File: src/qesc_pkg.sv
// constants and field layouts of the encoder status and control block
package qesc_pkg;
	// ==========================================================
	// register byte offsets
	localparam logic [7:0] OFS_CTRL = 8'h00;
	localparam logic [7:0] OFS_SEL  = 8'h04;
	localparam logic [7:0] OFS_CNT  = 8'h08;
	localparam logic [7:0] OFS_CFG  = 8'h0c;
	// ==========================================================
	// field positions
	localparam int CNT_W        = 24;
	localparam int BIT_MODE_LO  = 24;
	localparam int BIT_LIST_CLR = 26;
	localparam int BIT_HOLD     = 27;
	localparam int BIT_NOFB     = 28;
	localparam int BIT_REF_LO   = 29;
	localparam int BIT_DEC_LVL  = 0;
	localparam int BIT_DIV_LVL  = 1;
	localparam int BIT_PHA      = 24;
	localparam int BIT_PHB      = 25;
	localparam int BIT_DIR      = 26;
	localparam int BIT_INWIN    = 27;
	localparam int BIT_FRESH    = 28;
	localparam int BIT_WIN_EN   = 27;
	localparam int BIT_SINGLE   = 28;
	// ==========================================================
	// encodings and reset values
	localparam logic [2:0] REF_125MHZ  = 3'h0;
	localparam logic [1:0] MODE_MANUAL = 2'h0;
	localparam logic [1:0] MODE_AUTO   = 2'h1;
	localparam logic [1:0] RESP_OKAY   = 2'h0;
	localparam logic [1:0] RESP_SLVERR = 2'h2;
	localparam logic [23:0] LIMIT_RST  = 24'h000000;
	// ==========================================================
	// timing
	localparam int CLK_FREQ_HZ  = 10000000;
	localparam int HOLD_TIME_US = 10000;
	localparam int HOLD_CYCLES  = HOLD_TIME_US * (CLK_FREQ_HZ / 1000000);
	localparam int TMR_W        = 20;
	// ==========================================================
	// software visible control fields
	typedef struct packed {
		logic [2:0]  ref_sel;
		logic        no_feedback;
		logic        hold_level;
		logic [1:0]  clear_mode;
		logic [23:0] upper;
	} qesc_ctrl_s;
	typedef struct packed {
		logic        win_en;
		logic        single;
		logic [23:0] lower;
	} qesc_cfg_s;
endpackage

File: src/qesc_top.sv
// encoder position, line-list and divider control block with an axi4-lite slave
//
// Behaviour
// [RL1] writing list-clear bit erases visited lines
// [RL2] list-clear write works in every clear mode
// [RL3] auto mode clears list once per pass; code holds it cleared every cycle the count is outside the window
// [RL4] hold-level keeps divider constant when slow
// [RL5] no-feedback runs divider without loop correction
// [RL6] reference select zero means 125 MHz
// [RL7] status bit 0 shows decoder output level
// [RL8] status bit 1 shows divider output level
// [RL9] low 24 bits show live position count
// [RL10] bit 24 shows phase A level
// [RL11] bit 25 shows phase B level
// [RL12] bit 26 shows direction, 1 positive
// [RL13] bit 27 set when inside capture window
// [RL14] bit 28 set on never visited positions
// [RL15] revisited positions clear bit 28, no capture; code tracks visits only with single set, free capture still captures
// [RL16] top three count bits reserved, read zero
// [RL17] single capture: one line per count value
// [RL18] window mode captures only between bounds
// [RL19] reset clears count, direction, list, controls
`timescale 1ns/1ps
module qesc_top
	import qesc_pkg::*;
#(
	parameter int HOLD_CYC = HOLD_CYCLES
)(
	// clock and reset
	input  wire logic        aclk,
	input  wire logic        aresetn,
	// write address channel
	input  wire logic [7:0]  awaddr,
	input  wire logic        awvalid,
	output logic             awready,
	// write data channel
	input  wire logic [31:0] wdata,
	input  wire logic [3:0]  wstrb,
	input  wire logic        wvalid,
	output logic             wready,
	// write response channel
	output logic [1:0]       bresp,
	output logic             bvalid,
	input  wire logic        bready,
	// read address channel
	input  wire logic [7:0]  araddr,
	input  wire logic        arvalid,
	output logic             arready,
	// read data channel
	output logic [31:0]      rdata,
	output logic [1:0]       rresp,
	output logic             rvalid,
	input  wire logic        rready,
	// encoder phases
	input  wire logic        phase_a,
	input  wire logic        phase_b,
	// acquisition side
	output logic             line_capture,
	output logic             decoder_out,
	output logic             divider_out
);
	localparam logic [TMR_W-1:0] HOLD_T = TMR_W'(HOLD_CYC);

	qesc_ctrl_s              ctrl;
	qesc_cfg_s               cfg;
	logic [7:0]              aw_addr;
	logic                    aw_held;
	logic [31:0]             w_data;
	logic [3:0]              w_strb;
	logic                    w_held;
	logic                    wr_go;
	logic                    list_clear;
	logic                    a_q;
	logic                    b_q;
	logic                    a_p;
	logic                    b_p;
	logic                    step;
	logic                    step_up;
	logic [CNT_W-1:0]        position_counter_value;
	logic [CNT_W-1:0]        next_cnt;
	logic                    motion_direction;
	logic                    inside_window_flag;
	logic                    fresh_position_flag;
	logic                    next_in_range;
	logic                    next_fresh;
	logic                    capture_ok;
	logic                    auto_clear;
	logic                    seen_valid;
	logic [CNT_W-1:0]        seen_lo;
	logic [CNT_W-1:0]        seen_hi;
	logic [TMR_W-1:0]        gap;
	logic [TMR_W-1:0]        period;
	logic [TMR_W-1:0]        phase_acc;
	logic                    div_slow;
	logic                    div_on;

	// ==========================================================
	// register bus
	// address and data are caught independently, in either order
	assign wr_go = aw_held && w_held && !bvalid;

	always_ff @(posedge aclk)
	begin
		if (!aresetn)
		begin
			aw_held <= 1'b0;
			aw_addr <= 8'h00;
			awready <= 1'b0;
		end
		else
		begin
			if (awvalid && awready)
			begin
				aw_held <= 1'b1;
				aw_addr <= awaddr;
			end
			else if (wr_go)
				aw_held <= 1'b0;
			// no new address while a response is being formed or is pending
			awready <= !aw_held && !(awvalid && awready) && !wr_go && !bvalid;
		end
	end

	// write data holding slot
	always_ff @(posedge aclk)
	begin
		if (!aresetn)
		begin
			w_held <= 1'b0;
			w_data <= 32'h00000000;
			w_strb <= 4'h0;
			wready <= 1'b0;
		end
		else
		begin
			if (wvalid && wready)
			begin
				w_held <= 1'b1;
				w_data <= wdata;
				w_strb <= wstrb;
			end
			else if (wr_go)
				w_held <= 1'b0;
			wready <= !w_held && !(wvalid && wready) && !wr_go && !bvalid;
		end
	end

	// write response; unmapped offsets answer slverr
	always_ff @(posedge aclk)
	begin
		if (!aresetn)
		begin
			bvalid <= 1'b0;
			bresp  <= RESP_OKAY;
		end
		else if (wr_go)
		begin
			bvalid <= 1'b1;
			if (aw_addr == OFS_CTRL || aw_addr == OFS_SEL
				|| aw_addr == OFS_CNT || aw_addr == OFS_CFG)
				bresp <= RESP_OKAY;
			else
				bresp <= RESP_SLVERR;
		end
		else if (bready)
			bvalid <= 1'b0;
	end

	// control register fields, byte lanes honoured
	always_ff @(posedge aclk)
	begin
		if (!aresetn)
		begin
			ctrl <= '0; // see [RL19]
			cfg  <= '0;
		end
		else if (wr_go && aw_addr == OFS_CTRL)
		begin
			if (w_strb[0])
				ctrl.upper[7:0] <= w_data[7:0];
			if (w_strb[1])
				ctrl.upper[15:8] <= w_data[15:8];
			if (w_strb[2])
				ctrl.upper[23:16] <= w_data[23:16];
			if (w_strb[3])
			begin
				ctrl.clear_mode  <= w_data[BIT_MODE_LO+:2];
				ctrl.hold_level  <= w_data[BIT_HOLD];
				ctrl.no_feedback <= w_data[BIT_NOFB];
				ctrl.ref_sel     <= w_data[BIT_REF_LO+:3];
			end
		end
		else if (wr_go && aw_addr == OFS_CFG)
		begin
			if (w_strb[0])
				cfg.lower[7:0] <= w_data[7:0];
			if (w_strb[1])
				cfg.lower[15:8] <= w_data[15:8];
			if (w_strb[2])
				cfg.lower[23:16] <= w_data[23:16];
			if (w_strb[3])
			begin
				cfg.win_en <= w_data[BIT_WIN_EN];
				cfg.single <= w_data[BIT_SINGLE];
			end
		end
	end

	// list clear is a write strobe only, never stored; any mode honours it
	assign list_clear = wr_go && aw_addr == OFS_CTRL && w_strb[3]
		&& w_data[BIT_LIST_CLR]; // see [RL1] see [RL2]

	// read channel, one outstanding read
	always_ff @(posedge aclk)
	begin
		if (!aresetn)
		begin
			arready <= 1'b0;
			rvalid  <= 1'b0;
			rdata   <= 32'h00000000;
			rresp   <= RESP_OKAY;
		end
		else
		begin
			arready <= !rvalid && !(arvalid && arready);
			if (arvalid && arready)
			begin
				rvalid <= 1'b1;
				rresp  <= RESP_OKAY;
				rdata  <= 32'h00000000;
				if (araddr == OFS_CTRL)
					rdata <= {ctrl.ref_sel, ctrl.no_feedback, ctrl.hold_level,
						1'b0, ctrl.clear_mode, ctrl.upper};
				else if (araddr == OFS_SEL)
					rdata <= {30'h00000000, divider_out,
						decoder_out}; // see [RL7] see [RL8]
				else if (araddr == OFS_CNT)
					rdata <= {2'h0, 1'b0, fresh_position_flag, // see [RL16]
						inside_window_flag, motion_direction, b_q, a_q,
						position_counter_value}; // see [RL9] see [RL10] see [RL11]
				else if (araddr == OFS_CFG)
					rdata <= {3'h0, cfg.single, cfg.win_en, 3'h0, cfg.lower};
				else
					rresp <= RESP_SLVERR;
			end
			else if (rready)
				rvalid <= 1'b0;
		end
	end

	// ==========================================================
	// quadrature decoding, 4x
	// a legal step flips exactly one phase; a double flip is dropped
	assign step    = (a_q ^ a_p) != (b_q ^ b_p);
	assign step_up = a_p ^ b_q;
	assign next_cnt = step_up ? position_counter_value + 24'h000001
		: position_counter_value - 24'h000001;

	always_ff @(posedge aclk)
	begin
		if (!aresetn)
		begin
			a_q <= 1'b0;
			b_q <= 1'b0;
			a_p <= 1'b0;
			b_p <= 1'b0;
			position_counter_value <= 24'h000000; // see [RL19]
			motion_direction <= 1'b0;
			decoder_out <= 1'b0;
		end
		else
		begin
			a_q <= phase_a;
			b_q <= phase_b;
			a_p <= a_q;
			b_p <= b_q;
			if (step)
			begin
				position_counter_value <= next_cnt;
				motion_direction <= step_up; // see [RL12]
				decoder_out <= !decoder_out;
			end
		end
	end

	// ==========================================================
	// window and visited-line tracking
	assign next_in_range = next_cnt >= cfg.lower && next_cnt <= ctrl.upper;
	// visited positions form one contiguous span, since the count moves by one
	assign next_fresh = !seen_valid || next_cnt > seen_hi || next_cnt < seen_lo;
	assign capture_ok = (!cfg.win_en || next_in_range) // see [RL18]
		&& (!cfg.single || next_fresh); // see [RL15] see [RL17]
	// auto mode keeps the list cleared on every cycle that the count is outside the window
	assign auto_clear = ctrl.clear_mode == MODE_AUTO
		&& !(position_counter_value >= cfg.lower
		&& position_counter_value <= ctrl.upper); // see [RL3]

	always_ff @(posedge aclk)
	begin
		if (!aresetn)
		begin
			seen_valid <= 1'b0; // see [RL19]
			seen_lo    <= LIMIT_RST;
			seen_hi    <= LIMIT_RST;
		end
		else if (step && capture_ok && cfg.single)
		begin
			// a capture in the clear cycle starts the new list, so it is kept
			seen_valid <= 1'b1;
			if (!seen_valid || list_clear || auto_clear)
			begin
				seen_lo <= next_cnt;
				seen_hi <= next_cnt;
			end
			else if (next_cnt > seen_hi)
				seen_hi <= next_cnt;
			else
				seen_lo <= next_cnt;
		end
		else if (list_clear || auto_clear)
			seen_valid <= 1'b0; // see [RL1] see [RL3]
	end

	// capture strobe and status flags
	always_ff @(posedge aclk)
	begin
		if (!aresetn)
		begin
			line_capture <= 1'b0;
			inside_window_flag <= 1'b0;
			fresh_position_flag <= 1'b0;
		end
		else
		begin
			line_capture <= step && capture_ok; // see [RL17] see [RL18]
			if (step)
			begin
				inside_window_flag <= cfg.win_en && next_in_range; // see [RL13]
				fresh_position_flag <= next_fresh; // see [RL14] see [RL15]
			end
			else if (!cfg.win_en)
				inside_window_flag <= 1'b0;
			if (!step && (list_clear || auto_clear))
				fresh_position_flag <= 1'b1;
		end
	end

	// ==========================================================
	// encoder divider
	// only the 125 MHz reference is supported; reserved selects stop it
	assign div_on   = ctrl.ref_sel == REF_125MHZ; // see [RL6]
	assign div_slow = gap == HOLD_T;

	// step spacing measurement, saturating at the slow threshold
	always_ff @(posedge aclk)
	begin
		if (!aresetn)
		begin
			gap    <= '0;
			period <= '0;
		end
		else if (step)
		begin
			gap    <= '0;
			period <= gap;
		end
		else if (!div_slow)
			gap <= gap + 20'h00001;
	end

	// closed loop follows each step; open loop free-runs on the last period
	always_ff @(posedge aclk)
	begin
		if (!aresetn)
		begin
			divider_out <= 1'b0;
			phase_acc   <= '0;
		end
		else if (!div_on)
		begin
			divider_out <= 1'b0;
			phase_acc   <= '0;
		end
		else if (ctrl.hold_level && div_slow)
		begin
			phase_acc <= '0; // see [RL4]
		end
		else if (ctrl.no_feedback)
		begin
			// no resync to steps: drift is the price of open loop
			if (phase_acc >= period)
			begin
				phase_acc   <= '0;
				divider_out <= !divider_out; // see [RL5]
			end
			else
				phase_acc <= phase_acc + 20'h00001;
		end
		else if (step)
			divider_out <= !divider_out;
	end
endmodule

File: config.mk
export PLATFORM = sky130hd
export DESIGN_NAME = qesc_top
export DESIGN_NICKNAME = d
export VERILOG_FILES = /design/src/qesc_pkg.sv /design/src/qesc_top.sv
export SDC_FILE = /design/constraint.sdc
export NUM_CORES = 1
export LEC_CHECK = 0
export BUFFER_PORTS_ARGS = -buffer_cell sky130_fd_sc_hd__buf_4
export CAP_MARGIN = 20
export CELL_PAD_IN_SITES_DETAIL_PLACEMENT = 1
export CELL_PAD_IN_SITES_GLOBAL_PLACEMENT = 2
export CORE_MARGIN = 2
export CORE_UTILIZATION = 40
export CTS_CLUSTER_SIZE = 28
export DETAILED_ROUTE_END_ITERATION = 7
export PLACE_DENSITY_LB_ADDON = 0.1
export SETUP_SLACK_MARGIN = 0.15
export SYNTH_ARGS = -nofsm -noshare
export SYNTH_HDL_FRONTEND = slang
export SYNTH_SLANG_ARGS = --single-unit
File: constraint.sdc
create_clock -name aclk -period 11.25 [get_ports aclk]
set_input_delay 2.25 -clock aclk [delete_from_list [all_inputs] [get_ports aclk]]
set_output_delay 2.25 -clock aclk [all_outputs]
set_load 0.02 [all_outputs]
==> results of run 1 <==
-- layout make-up --
class                      instances  area (um^2)
clock buffer                      51          996
clock inverter                     6         52.6
fill                            4789        21400
inverter                         124          470
multi-input combinational       1501         9360
sequential                       285         5710
tap                              525          657
timing repair buffer             122          920
-- worst reg2reg max path, cell delays in order, from the launching register on --
cell	delay (ns)
sky130_fd_sc_hd__dfxtp_1	0.43
sky130_fd_sc_hd__xor2_2	0.14
sky130_fd_sc_hd__buf_4	0.30
sky130_fd_sc_hd__xnor2_1	0.18
sky130_fd_sc_hd__ha_1	0.29
sky130_fd_sc_hd__nand3_1	0.14
sky130_fd_sc_hd__nor3_1	0.49
sky130_fd_sc_hd__nand3_1	0.13
sky130_fd_sc_hd__o21ai_0	0.18
sky130_fd_sc_hd__o31a_1	0.24
sky130_fd_sc_hd__mux2i_1	0.31
sky130_fd_sc_hd__xnor2_1	0.27
sky130_fd_sc_hd__ha_1	0.38
sky130_fd_sc_hd__nand4_1	0.14
sky130_fd_sc_hd__nor4_1	0.43
sky130_fd_sc_hd__nand3_1	0.16
sky130_fd_sc_hd__a21o_1	0.18
sky130_fd_sc_hd__a31oi_1	0.29
sky130_fd_sc_hd__o31a_1	0.33
sky130_fd_sc_hd__nand3b_4	0.50
sky130_fd_sc_hd__nor2_1	0.32
sky130_fd_sc_hd__a211oi_2	0.07
-- state kept, by name (all words and copies together) (netlist names), 4 cells and up --
signal                  cells
rdata                      32
w_data                     32
ctrl                       31
cfg                        26
position_counter_value     24
seen_hi                    24
seen_lo                    24
gap                        20
period                     20
phase_acc                  20
aw_addr                     8
w_strb                      4
-- stage by stage --
step	instance area, um^2	hold slack, ns	instances	power (mW)	util
after floorplan	16000	0.432	2019	2.04	-
after global placement	17100	0.440	2556	2.42	0.432
after detailed placement	17100	0.449	2557	2.47	0.433
after CTS	18200	0.459	2614	3.54	0.459
after global routing	18200	0.473	2614	3.77	0.459
final	18200	0.454	2614	3.51	0.459
-- power by group --
| part | total [mW] | switching [mW] | internal, mW |
|---|---|---|---|
| Clock | 1.05 | 0.442 | 0.612 |
| Sequential | 1.13 | 0.0866 | 1.04 |
| Combinational | 1.32 | 0.797 | 0.523 |
-- routing by layer --
layer	global-route usage	share of wire	up-vias
met5	0	0	-
met4	0.0735	0.027	0
met3	0.0401	0.044	82
met2	0.395	0.46	243
met1	0.335	0.47	6976
li1	-	-	7093
-- cell families (layout without fill, tap and decap cells) --
group,count (synthesis),after routing,share of synthesized area
adder cells (fa/ha/maj),167,167,0.131
other,1,2,0.000235
buffers and inverters,233,303,0.0575
flip-flops,285,285,0.357
multiplexers,40,40,0.0252
AND/OR/NAND/NOR,788,788,0.224
AO/OA/AOI/OAI,440,440,0.168
XOR/XNOR,64,64,0.0361
-- path summary, 6_finish.rpt --
kind	from	endpoint	slack, ns	cells past startpoint
max	b_q	seen_lo[7]	5.17	21
min	period[16]	period[16]	0.45	2
max reg2reg	b_q	seen_lo[7]	5.17	21
min reg2reg	period[16]	period[16]	0.45	2
-- cell usage after synthesis, types with 5 or more instances --
library cell,count
sky130_fd_sc_hd__o22ai_1,5
sky130_fd_sc_hd__a31oi_1,8
sky130_fd_sc_hd__nor2_1,157
sky130_fd_sc_hd__a211oi_2,8
sky130_fd_sc_hd__nand2b_1,11
sky130_fd_sc_hd__and2_1,8
sky130_fd_sc_hd__nor4_1,16
sky130_fd_sc_hd__o21ai_0,70
sky130_fd_sc_hd__nor3_1,45
sky130_fd_sc_hd__or4_1,5
sky130_fd_sc_hd__a21oi_1,217
sky130_fd_sc_hd__and3_1,16
sky130_fd_sc_hd__a21o_1,21
sky130_fd_sc_hd__mux2i_1,38
sky130_fd_sc_hd__nand2_1,349
sky130_fd_sc_hd__a211o_1,5
sky130_fd_sc_hd__clkbuf_1,78
sky130_fd_sc_hd__nand4_1,31
sky130_fd_sc_hd__o211ai_1,6
sky130_fd_sc_hd__a22oi_1,28
sky130_fd_sc_hd__a31o_1,28
sky130_fd_sc_hd__buf_1,10
sky130_fd_sc_hd__dfxtp_1,285
sky130_fd_sc_hd__buf_2,15
sky130_fd_sc_hd__a211oi_1,9
sky130_fd_sc_hd__nor2b_1,9
sky130_fd_sc_hd__or3_1,17
sky130_fd_sc_hd__ha_1,167
sky130_fd_sc_hd__o21a_1,5
sky130_fd_sc_hd__nand3_1,104
sky130_fd_sc_hd__xor2_1,32
sky130_fd_sc_hd__inv_1,123
sky130_fd_sc_hd__xnor2_1,30
==> impl_table.tex, run 1 <==
\begin{tabular}{lr}
\hline
Metric & Value \\
\hline
\multicolumn{2}{l}{\textbf{Clocking}} \\
Post-CTS Setup Inserts & 0 \\
Root buffer cell & sky130\_fd\_sc\_hd\_\_clkbuf\_16 \\
Worst-skew pair later-pin latency & 0.54 ns \\
CTS sink cnt & between 200 and 300 \\
Cts bufs inserted & 34 \\
Post-CTS resize count & 0 \\
Clock-pin slew reported for the worst setup and hold paths after clock tree synthesis & 0.06 ns \\
Count of hold buffers inserted by post-cts repair & 0 \\
CTS H-tree lvls & 2 \\
CTS tree & done \\
Buffer levels on the longest clock path & 3 \\
\multicolumn{2}{l}{\textbf{STA}} \\
Max-slew headroom & 0.299 \\
Shortest period the worst path allows & between 6 and 7 ns \\
Final hold vios & 0 \\
Total of endpoints with negative setup slack in the final report & 0 \\
Max-slew violation total from the final report & 0 \\
Final Skew & around 0.014 ns \\
Achievable clock frequency & 165 MHz \\
Transition time at the pin with the least slew margin & approximately 1.0 ns \\
RSZ-0062 raised after global routing & false \\
Worst path setup slack after routing & around 5.2 ns \\
Total negative slack for setup checks & 0 ns \\
Part of the cycle the worst path needs & 0.540 \\
\multicolumn{2}{l}{\textbf{Worst setup path}} \\
Library cell appearing most often on the critical path & sky130\_fd\_sc\_hd\_\_nand3\_1 \\
Standard cell with the maximum stage delay on the critical path & sky130\_fd\_sc\_hd\_\_nand3b\_4 \\
Largest stage delay, worst path & approximately 0.50 ns \\
CP arrival & around 6.5 ns \\
Critical path buffers and inverters & 1 \\
Cell family contributing the most delay on the critical path & simple AND/OR/NAND/NOR gates \\
Category of the critical setup timing path & register to register \\
Category of the worst setup path launch point & register \\
Required time at the worst-slack endpoint & between 10 and 15 ns \\
Ordered cell list for the critical path & xor2\_2 > buf\_4 > xnor2\_1 > ha\_1 > nand3\_1 > nor3\_1 > nand3\_1 > o21ai\_0 > o31a\_1 > mux2i\_1 > xnor2\_1 > ha\_1 > nand4\_1 > nor4\_1 > nand3\_1 > a21o\_1 > a31oi\_1 > o31a\_1 > nand3b\_4 > nor2\_1 > a211oi\_2 \\
Largest fanout on the critical path & 43 \\
Endpoint type of the worst setup path & register \\
\multicolumn{2}{l}{\textbf{Placed design}} \\
Place WS & between 5 and 6 ns \\
Estimated wirelength of the detail-placed design & about 37000 um \\
Routability-driven placement congestion ratio & between 0.8 and 0.9 \\
Buffers added on ports & a little over 100 \\
\multicolumn{2}{l}{\textbf{Worst hold path}} \\
Path category of the worst min-delay check & register to register \\
\multicolumn{2}{l}{\textbf{Final layout}} \\
\# nets final & $\sim$2300 \\
Layout overhead on the synthesized area & 13.8\% \\
Most used cells in the layout excluding fill and tap cells & 349 x sky130\_fd\_sc\_hd\_\_nand2\_1, 285 x sky130\_fd\_sc\_hd\_\_dfxtp\_1, 217 x sky130\_fd\_sc\_hd\_\_a21oi\_1 \\
Share of post-route cells with drive strength above 1 & 0.0962 \\
Ant diodes & 0 \\
Most frequent standard cell in the layout excluding fill and tap cells & sky130\_fd\_sc\_hd\_\_nand2\_1 \\
\multicolumn{2}{l}{\textbf{Detailed routing}} \\
Drt wl/cell & between 15 and 20 um \\
Count of nets left with antenna violations after detail routing & 0 \\
Vias post-DR & about 14000 \\
First-pass detailed-route iteration total & 5 \\
Final Routed Wirelength & $\sim$50000 um \\
DRC violation count after routing & 0 \\
Iteration-0 DRC count of the detailed router & $\sim$700 \\
Number of vias per cell & about 5.5 \\
\multicolumn{2}{l}{\textbf{Global route}} \\
Initial antenna violation count & 1 \\
All-layer global routing usage & 0.245 \\
Total gr overflow & 0 \\
Vias in the first global route & roughly 15000 \\
Largest net degree at the start of global routing & 73 \\
Wire length of the first global-routing pass & 80700 um \\
\multicolumn{2}{l}{\textbf{Floorplanning}} \\
Width of the chip & slightly above 200 um \\
Die Y & $\sim$200 um \\
Top-level I/O count & between 100 and 150 \\
Placeable Area & roughly 40000 um\^{}2 \\
Std-Cell Rows & 73 \\
Starting Density & 0.404 \\
Die area & roughly 42000 um\^{}2 \\
\multicolumn{2}{l}{\textbf{Yosys}} \\
Count of unique library cells instantiated by Yosys & 74 \\
Yosys reg bits & $\sim$290 \\
Ranking of synthesized cells by area & sky130\_fd\_sc\_hd\_\_dfxtp\_1 36\%, sky130\_fd\_sc\_hd\_\_ha\_1 13\%, sky130\_fd\_sc\_hd\_\_nand2\_1 8.2\% \\
Register area share after synthesis & 0.357 \\
Synth async-reset ratio & 0 \\
Proportion of netlist area held by the largest area contributor & 0.357 \\
Post-Synthesis Cell Area & $\sim$16000 um\^{}2 \\
Synthesized instance count & a little over 2000 \\
Number of enable flip-flop cells after synthesis & 0 \\
Synthesized area divided by synthesized cell count & approximately 8 um\^{}2 \\
Number of warnings issued by yosys & 0 \\
Ys flop type & sky130\_fd\_sc\_hd\_\_dfxtp\_1 \\
Most area-hungry cell type in the Yosys netlist & sky130\_fd\_sc\_hd\_\_dfxtp\_1 \\
\multicolumn{2}{l}{\textbf{Status}} \\
Status & finished, final reports clean \\
\multicolumn{2}{l}{\textbf{Power}} \\
Power density normalized to cell area & between 150 and 200 nW/um\^{}2 \\
Leakage power & 6.99 nW \\
IR Drop Worst-Case VDD & about 0.000096 V \\
\multicolumn{2}{l}{\textbf{Run}} \\
Number of max-cap violations & 0 \\
\hline
\end{tabular}
(Power assumes the default switching activity.)
==> run 2, diff against run 1 <==
--- a/config.mk
+++ b/config.mk
@@ -10,7 +10,7 @@
 export CELL_PAD_IN_SITES_DETAIL_PLACEMENT = 1
 export CELL_PAD_IN_SITES_GLOBAL_PLACEMENT = 2
 export CORE_MARGIN = 2
-export CORE_UTILIZATION = 40
+export CORE_UTILIZATION = 37
 export CTS_CLUSTER_SIZE = 28
 export DETAILED_ROUTE_END_ITERATION = 7
 export PLACE_DENSITY_LB_ADDON = 0.1
==> constraint.sdc (replaced) <==
create_clock -name aclk -period 5.8 [get_ports aclk]
set_input_delay 1.16 -clock aclk [delete_from_list [all_inputs] [get_ports aclk]]
set_output_delay 1.16 -clock aclk [all_outputs]
set_load 0.02 [all_outputs]
==> impl_table.tex, run 2 (synthesized netlist as in run 1, its figures left out) <==
\begin{tabular}{lr}
\hline
Metric & Value \\
\hline
\multicolumn{2}{l}{\textbf{Power}} \\
Internal Dissipation & 4.50 mW \\
IR Drop Worst-Case VDD & approximately 0.00018 V \\
Leakage power & roughly 7.3 nW \\
Share of total power consumed by net switching & 0.379 \\
Logic pwr share & 0.387 \\
NetSw & between 2 and 3 mW \\
Register share of total power & 0.297 \\
Clock network fraction of total power & 0.316 \\
Power density normalized to cell area & 389 nW/um\^{}2 \\
\multicolumn{2}{l}{\textbf{Clocking}} \\
Clock-pin slew reported for the worst setup and hold paths after clock tree synthesis & roughly 0.060 ns \\
Cts bufs inserted & 36 \\
Count of hold buffers inserted by post-cts repair & 0 \\
Worst-skew pair later-pin latency & 0.56 ns \\
CTS H-tree lvls & 2 \\
CTS tree & done \\
CTS sink cnt & roughly 290 \\
Root buffer cell & sky130\_fd\_sc\_hd\_\_clkbuf\_16 \\
Buffer levels on the longest clock path & 3 \\
\multicolumn{2}{l}{\textbf{Worst setup path}} \\
Largest stage delay, worst path & 0.56 ns \\
Standard cell with the maximum stage delay on the critical path & sky130\_fd\_sc\_hd\_\_o211a\_2 \\
CP arrival & about 5.7 ns \\
Endpoint type of the worst setup path & register \\
Largest fanout on the critical path & 11 \\
Ordered cell list for the critical path & xor2\_2 > xnor2\_1 > ha\_1 > nand3\_1 > nor3\_4 > nand3\_1 > o21ai\_0 > o31a\_1 > mux2i\_1 > xnor2\_1 > buf\_4 > ha\_1 > nand4\_1 > nor3\_1 > a221o\_1 > a211oi\_1 > o211a\_2 > nand3b\_2 > a31o\_1 \\
Required time at the worst-slack endpoint & between 6 and 7 ns \\
Category of the critical setup timing path & register to register \\
Category of the worst setup path launch point & register \\
\multicolumn{2}{l}{\textbf{Floorplanning}} \\
Die area & $\sim$45000 um\^{}2 \\
Starting Density & 0.373 \\
Top-level I/O count & 105 \\
Std-Cell Rows & 76 \\
Die Y & 212 um \\
Placeable Area & roughly 43000 um\^{}2 \\
Width of the chip & 212 um \\
\multicolumn{2}{l}{\textbf{Detailed routing}} \\
Iteration-0 DRC count of the detailed router & roughly 640 \\
Count of nets left with antenna violations after detail routing & 0 \\
First-pass detailed-route iteration total & 5 \\
Vias post-DR & around 15000 \\
Final Routed Wirelength & roughly 53000 um \\
Number of vias per cell & 5.44 \\
Drt wl/cell & slightly below 20 um \\
DRC violation count after routing & 0 \\
\multicolumn{2}{l}{\textbf{Placed design}} \\
Instance count after placement with tap cells included & around 2600 \\
Routability-driven placement congestion ratio & 0.859 \\
Buffers added on ports & approximately 100 \\
Estimated wirelength of the detail-placed design & between 30000 and 40000 um \\
\multicolumn{2}{l}{\textbf{Final layout}} \\
Registers with the most flip-flops & rdata x32, w\_data x32, ctrl x31 \\
Layout overhead on the synthesized area & 16.9\% \\
Ant diodes & 0 \\
Post-Layout Cell Count & $\sim$2700 \\
Multi-input combinational cell area & 9500 um\^{}2 \\
Filler cell count in the final layout & a little over 5000 \\
Share of post-route cells with drive strength above 1 & 0.117 \\
\# nets final & 2328 \\
Most frequent standard cell in the layout excluding fill and tap cells & sky130\_fd\_sc\_hd\_\_nand2\_1 \\
Most used cells in the layout excluding fill and tap cells & 349 x sky130\_fd\_sc\_hd\_\_nand2\_1, 285 x sky130\_fd\_sc\_hd\_\_dfxtp\_1, 217 x sky130\_fd\_sc\_hd\_\_a21oi\_1 \\
Storage cell area & around 5700 um\^{}2 \\
\multicolumn{2}{l}{\textbf{STA}} \\
RSZ-0062 raised after global routing & true \\
Total negative slack for setup checks & 0 ns \\
Max-slew headroom & 0.274 \\
Final Skew & approximately 0.021 ns \\
Part of the cycle the worst path needs & 0.913 \\
Transition time at the pin with the least slew margin & about 1.1 ns \\
Achievable clock frequency & 189 MHz \\
Total of endpoints with negative setup slack in the final report & 0 \\
Max-slew violation total from the final report & 0 \\
Shortest period the worst path allows & 5.29 ns \\
Final hold vios & 0 \\
\multicolumn{2}{l}{\textbf{Global route}} \\
All-layer global routing usage & 0.237 \\
Initial antenna violation count & 1 \\
Wire length of the first global-routing pass & 83700 um \\
Total gr overflow & 0 \\
Vias in the first global route & about 15000 \\
Largest net degree at the start of global routing & between 90 and 100 \\
\multicolumn{2}{l}{\textbf{Status}} \\
Status & finished, final reports clean \\
\multicolumn{2}{l}{\textbf{Worst hold path}} \\
Path category of the worst min-delay check & register to register \\
\multicolumn{2}{l}{\textbf{Run}} \\
Number of max-cap violations & 0 \\
\hline
\end{tabular}
[run 2: through the flow]
step                instance area, um^2  hold slack, ns  total power [mW]  worst slack (ns)  utilization
finish                            18700           0.454              7.25             0.507        0.436
global route                      18700           0.463              7.74             0.114        0.436
CTS                               18600           0.452              7.28             0.256        0.434
detailed placement                17300           0.447              4.94            0.0305        0.404
global placement                  17300           0.439              4.83             0.386        0.404
floorplan                         16000           0.432              3.95             0.638            -
[run 2: layer usage]
metal / part of all wire / vias to the layer above / GRT usage
met2: 0.47 / 195 / 0.397
met5: 0 / - / 0
met1: 0.48 / 7103 / 0.320
met4: 0.020 / 0 / 0.0563
met3: 0.033 / 65 / 0.0356
li1: - / 7178 / -
[run 2: final timing paths]
path,from,end,slack (ns),cells past startpoint
setup / recovery,b_q,seen_lo[15],0.51,19
hold / removal,w_data[24],ctrl[24],0.45,2
setup reg to reg,b_q,seen_lo[15],0.51,19
hold reg to reg,w_data[24],ctrl[24],0.45,2
[run 2: layout make-up]
cell class,count,area share
Clock buffer,48,0.0539
Clock inverter,15,0.0105
Inverter,124,0.0252
Multi-Input combinational cell,1507,0.509
Tap cell,546,0.0366
Timing Repair Buffer,146,0.0588
Sequential cell,285,0.306
[run 2: timing repair]
| action | 4_1_cts | 5_1_grt |
|---|---|---|
| cloned | 2 | 4 |
| buffers inserted | 0 | 1 |
| hold endpoints to repair | 0 | 0 |
| pin swaps | 2 | 3 |
| endpoints found under the setup margin | 46 | 48 |
| gates resized for setup | 5 | 8 |
[run 2: worst max-delay path, delay by kind of cell, from the launching register on]
kind	cells	cell delay, ns
mux	1	0.33
buf+inv	1	0.19
compound gates	6	1.97
fa+ha+maj	2	0.54
flops	1	0.42
xor+xnor	3	0.49
simple gates	6	1.24
[run 2: power by group through the flow]
stage               combinational, mW  clock (mW)  sequential (mW)
floorplan                        1.83           0             2.12
global placement                 2.65           0             2.19
detailed placement               2.75           0             2.19
CTS                              2.78        2.35             2.15
global route                     3.14        2.44             2.16
finish                           2.81        2.29             2.15
==> run 3, diff against run 2 <==
--- a/config.mk
+++ b/config.mk
@@ -13,6 +13,7 @@
 export CORE_UTILIZATION = 37
 export CTS_CLUSTER_SIZE = 28
 export DETAILED_ROUTE_END_ITERATION = 7
+export GPL_TIMING_DRIVEN = 0
 export PLACE_DENSITY_LB_ADDON = 0.1
 export SETUP_SLACK_MARGIN = 0.15
 export SYNTH_ARGS = -nofsm -noshare
==> impl_table.tex, run 3 (synthesized netlist as in run 1, its figures left out) <==
\begin{tabular}{lr}
\hline
Metric & Value \\
\hline
\multicolumn{2}{l}{\textbf{Placed design}} \\
Estimated wirelength of the detail-placed design & 45200 um \\
Post-placement cell area & approximately 17000 um\^{}2 \\
Place WS & -1.37 ns \\
Buffers added on ports & 101 \\
Routability-driven placement congestion ratio & $\sim$0.87 \\
\multicolumn{2}{l}{\textbf{STA}} \\
Tightest hold margin & approximately 0.45 ns \\
Worst path setup slack after routing & around 0.40 ns \\
Part of the cycle the worst path needs & 0.931 \\
Final hold vios & 0 \\
Max-slew headroom & 0.235 \\
Final Skew & between 0.02 and 0.025 ns \\
Transition time at the pin with the least slew margin & 1.15 ns \\
Max-slew violation total from the final report & 0 \\
Achievable clock frequency & about 190 MHz \\
RSZ-0062 raised after global routing & false \\
Shortest period the worst path allows & 5.40 ns \\
Total of endpoints with negative setup slack in the final report & 0 \\
\multicolumn{2}{l}{\textbf{Clocking}} \\
Buffer levels on the longest clock path & 3 \\
Worst-skew pair later-pin latency & about 0.56 ns \\
CTS tree & done \\
Count of hold buffers inserted by post-cts repair & 0 \\
CTS H-tree lvls & 2 \\
Root buffer cell & sky130\_fd\_sc\_hd\_\_clkbuf\_16 \\
CTS sink cnt & 285 \\
Clock-pin slew reported for the worst setup and hold paths after clock tree synthesis & around 0.06 ns \\
Cts bufs inserted & 37 \\
\multicolumn{2}{l}{\textbf{Global route}} \\
All-layer global routing usage & 0.262 \\
Total gr overflow & 0 \\
Wire length of the first global-routing pass & $\sim$89000 um \\
Largest net degree at the start of global routing & 13 \\
Initial antenna violation count & 0 \\
Vias in the first global route & 15500 \\
\multicolumn{2}{l}{\textbf{Worst setup path}} \\
CP arrival & $\sim$5.8 ns \\
Required time at the worst-slack endpoint & about 6.2 ns \\
Largest fanout on the critical path & 10 \\
Category of the worst setup path launch point & register \\
Category of the critical setup timing path & register to register \\
Endpoint type of the worst setup path & register \\
\multicolumn{2}{l}{\textbf{Final layout}} \\
Layout overhead on the synthesized area & 19.6\% \\
Most used cells in the layout excluding fill and tap cells & 349 x sky130\_fd\_sc\_hd\_\_nand2\_1, 283 x sky130\_fd\_sc\_hd\_\_dfxtp\_1, 216 x sky130\_fd\_sc\_hd\_\_a21oi\_1 \\
Registers with the most flip-flops & rdata x32, w\_data x32, ctrl x31 \\
Share of post-route cells with drive strength above 1 & 0.114 \\
Post-route design area & about 19000 um\^{}2 \\
\# nets final & 2400 \\
Filler cell count in the final layout & between 5000 and 6000 \\
Most frequent standard cell in the layout excluding fill and tap cells & sky130\_fd\_sc\_hd\_\_nand2\_1 \\
Ant diodes & 0 \\
\multicolumn{2}{l}{\textbf{Floorplanning}} \\
Die area & 44800 um\^{}2 \\
Die Y & between 200 and 250 um \\
Std-Cell Rows & 76 \\
Width of the chip & 212 um \\
Placeable Area & $\sim$43000 um\^{}2 \\
Top-level I/O count & 105 \\
Starting Density & 0.373 \\
\multicolumn{2}{l}{\textbf{Power}} \\
Power density normalized to cell area & roughly 400 nW/um\^{}2 \\
Post-layout total power & about 7.6 mW \\
Leakage power & 7.33 nW \\
IR Drop Worst-Case VDD & between 0.0002 and 0.00025 V \\
\multicolumn{2}{l}{\textbf{Worst hold path}} \\
Path category of the worst min-delay check & register to register \\
\multicolumn{2}{l}{\textbf{Detailed routing}} \\
Iteration-0 DRC count of the detailed router & 656 \\
First-pass detailed-route iteration total & 4 \\
Final Routed Wirelength & about 58000 um \\
Count of nets left with antenna violations after detail routing & 0 \\
Drt wl/cell & $\sim$21 um \\
Vias post-DR & 15000 \\
DRC violation count after routing & 0 \\
Number of vias per cell & roughly 5.5 \\
\multicolumn{2}{l}{\textbf{Run}} \\
Number of max-cap violations & 0 \\
\multicolumn{2}{l}{\textbf{Status}} \\
Status & finished, final reports clean \\
\hline
\end{tabular}
==> run 3: cell count changes in the layout (fill, tap and decap cells not counted), moves of 3 or more <==
cell and delta:
sky130_fd_sc_hd__xor2_2 +3, sky130_fd_sc_hd__clkinv_8 -3, sky130_fd_sc_hd__buf_1 +10, sky130_fd_sc_hd__buf_6 +4, sky130_fd_sc_hd__xor2_1 -6, sky130_fd_sc_hd__clkbuf_4 +3
sky130_fd_sc_hd__xor2_4 +3, sky130_fd_sc_hd__buf_2 +9, sky130_fd_sc_hd__clkbuf_8 -3, sky130_fd_sc_hd__clkbuf_16 +3, sky130_fd_sc_hd__bufinv_16 +4, sky130_fd_sc_hd__buf_4 -27
sky130_fd_sc_hd__clkbuf_1 +78
==> run 3: cell type report <==
| type | instances | area, um^2 | area share |
|---|---|---|---|
| multi-input cells | 1501 | 9590 | 0.502 |
| flip-flops and latches | 285 | 5710 | 0.299 |
| clock inverters | 16 | 264 | 0.0138 |
| repair buffers | 114 | 857 | 0.0449 |
| inverters | 124 | 465 | 0.0244 |
| well taps | 546 | 683 | 0.0358 |
| clock buffers | 49 | 1040 | 0.0547 |
| plain buffers | 109 | 480 | 0.0252 |
==> run 3: through the flow <==
step	utilization	std cells	TNS, ns
5_1_grt	0.446	2744	0
6_report	0.446	2744	0
2_1_floorplan	-	2019	0
4_1_cts	0.443	2739	0
3_5_place_dp	0.407	2667	-65.84
3_3_place_gp	0.407	2666	-63.64
==> run 3: path summary, 6_finish.rpt <==
kind / depth (start not counted) / slack [ns] / start / endpoint
worst max-delay path: 15 / 0.40 / position_counter_value[0] / seen_hi[5]
worst min-delay path: 2 / 0.45 / period[17] / period[17]
worst max register to register: 15 / 0.40 / position_counter_value[0] / seen_hi[5]
worst min register to register: 2 / 0.45 / period[17] / period[17]
==> run 3: per-layer routing <==
metal / share of wire / global-route usage / vias to the layer above
met2: 0.47 / 0.442 / 259
li1: - / - / 7310
met4: 0.021 / 0.0709 / 0
met5: 0 / 0 / -
met1: 0.47 / 0.351 / 7404
met3: 0.040 / 0.0353 / 64
==> run 3: timing repair <==
| action | in CTS | in global routing |
|---|---|---|
| endpoints found under the setup margin | 52 | 48 |
| gates resized for setup | 33 | 18 |
| pin swaps | 2 | 5 |
| setup buffers | 7 | 4 |
==> run 3: critical path, cell delays in order, from the launching register on <==
cell and delay [ns]:
sky130_fd_sc_hd__dfxtp_1 0.51, sky130_fd_sc_hd__clkbuf_1 0.60, sky130_fd_sc_hd__o22ai_2 0.33, sky130_fd_sc_hd__or4_1 0.68, sky130_fd_sc_hd__nand2_1 0.15, sky130_fd_sc_hd__xor2_2 0.46
sky130_fd_sc_hd__ha_1 0.22, sky130_fd_sc_hd__nand4_1 0.19, sky130_fd_sc_hd__nor3_2 0.26, sky130_fd_sc_hd__o221ai_1 0.26, sky130_fd_sc_hd__a311o_1 0.44, sky130_fd_sc_hd__o2111ai_1 0.13
sky130_fd_sc_hd__o211a_1 0.36, sky130_fd_sc_hd__nand3_4 0.18, sky130_fd_sc_hd__clkbuf_4 0.25, sky130_fd_sc_hd__a31o_1 0.26
==> run 3: report_power, final <==
group | internal (mW) | switching, mW
logic | 1.13 | 1.82
registers | 2.03 | 0.0898
clock network | 1.58 | 0.925
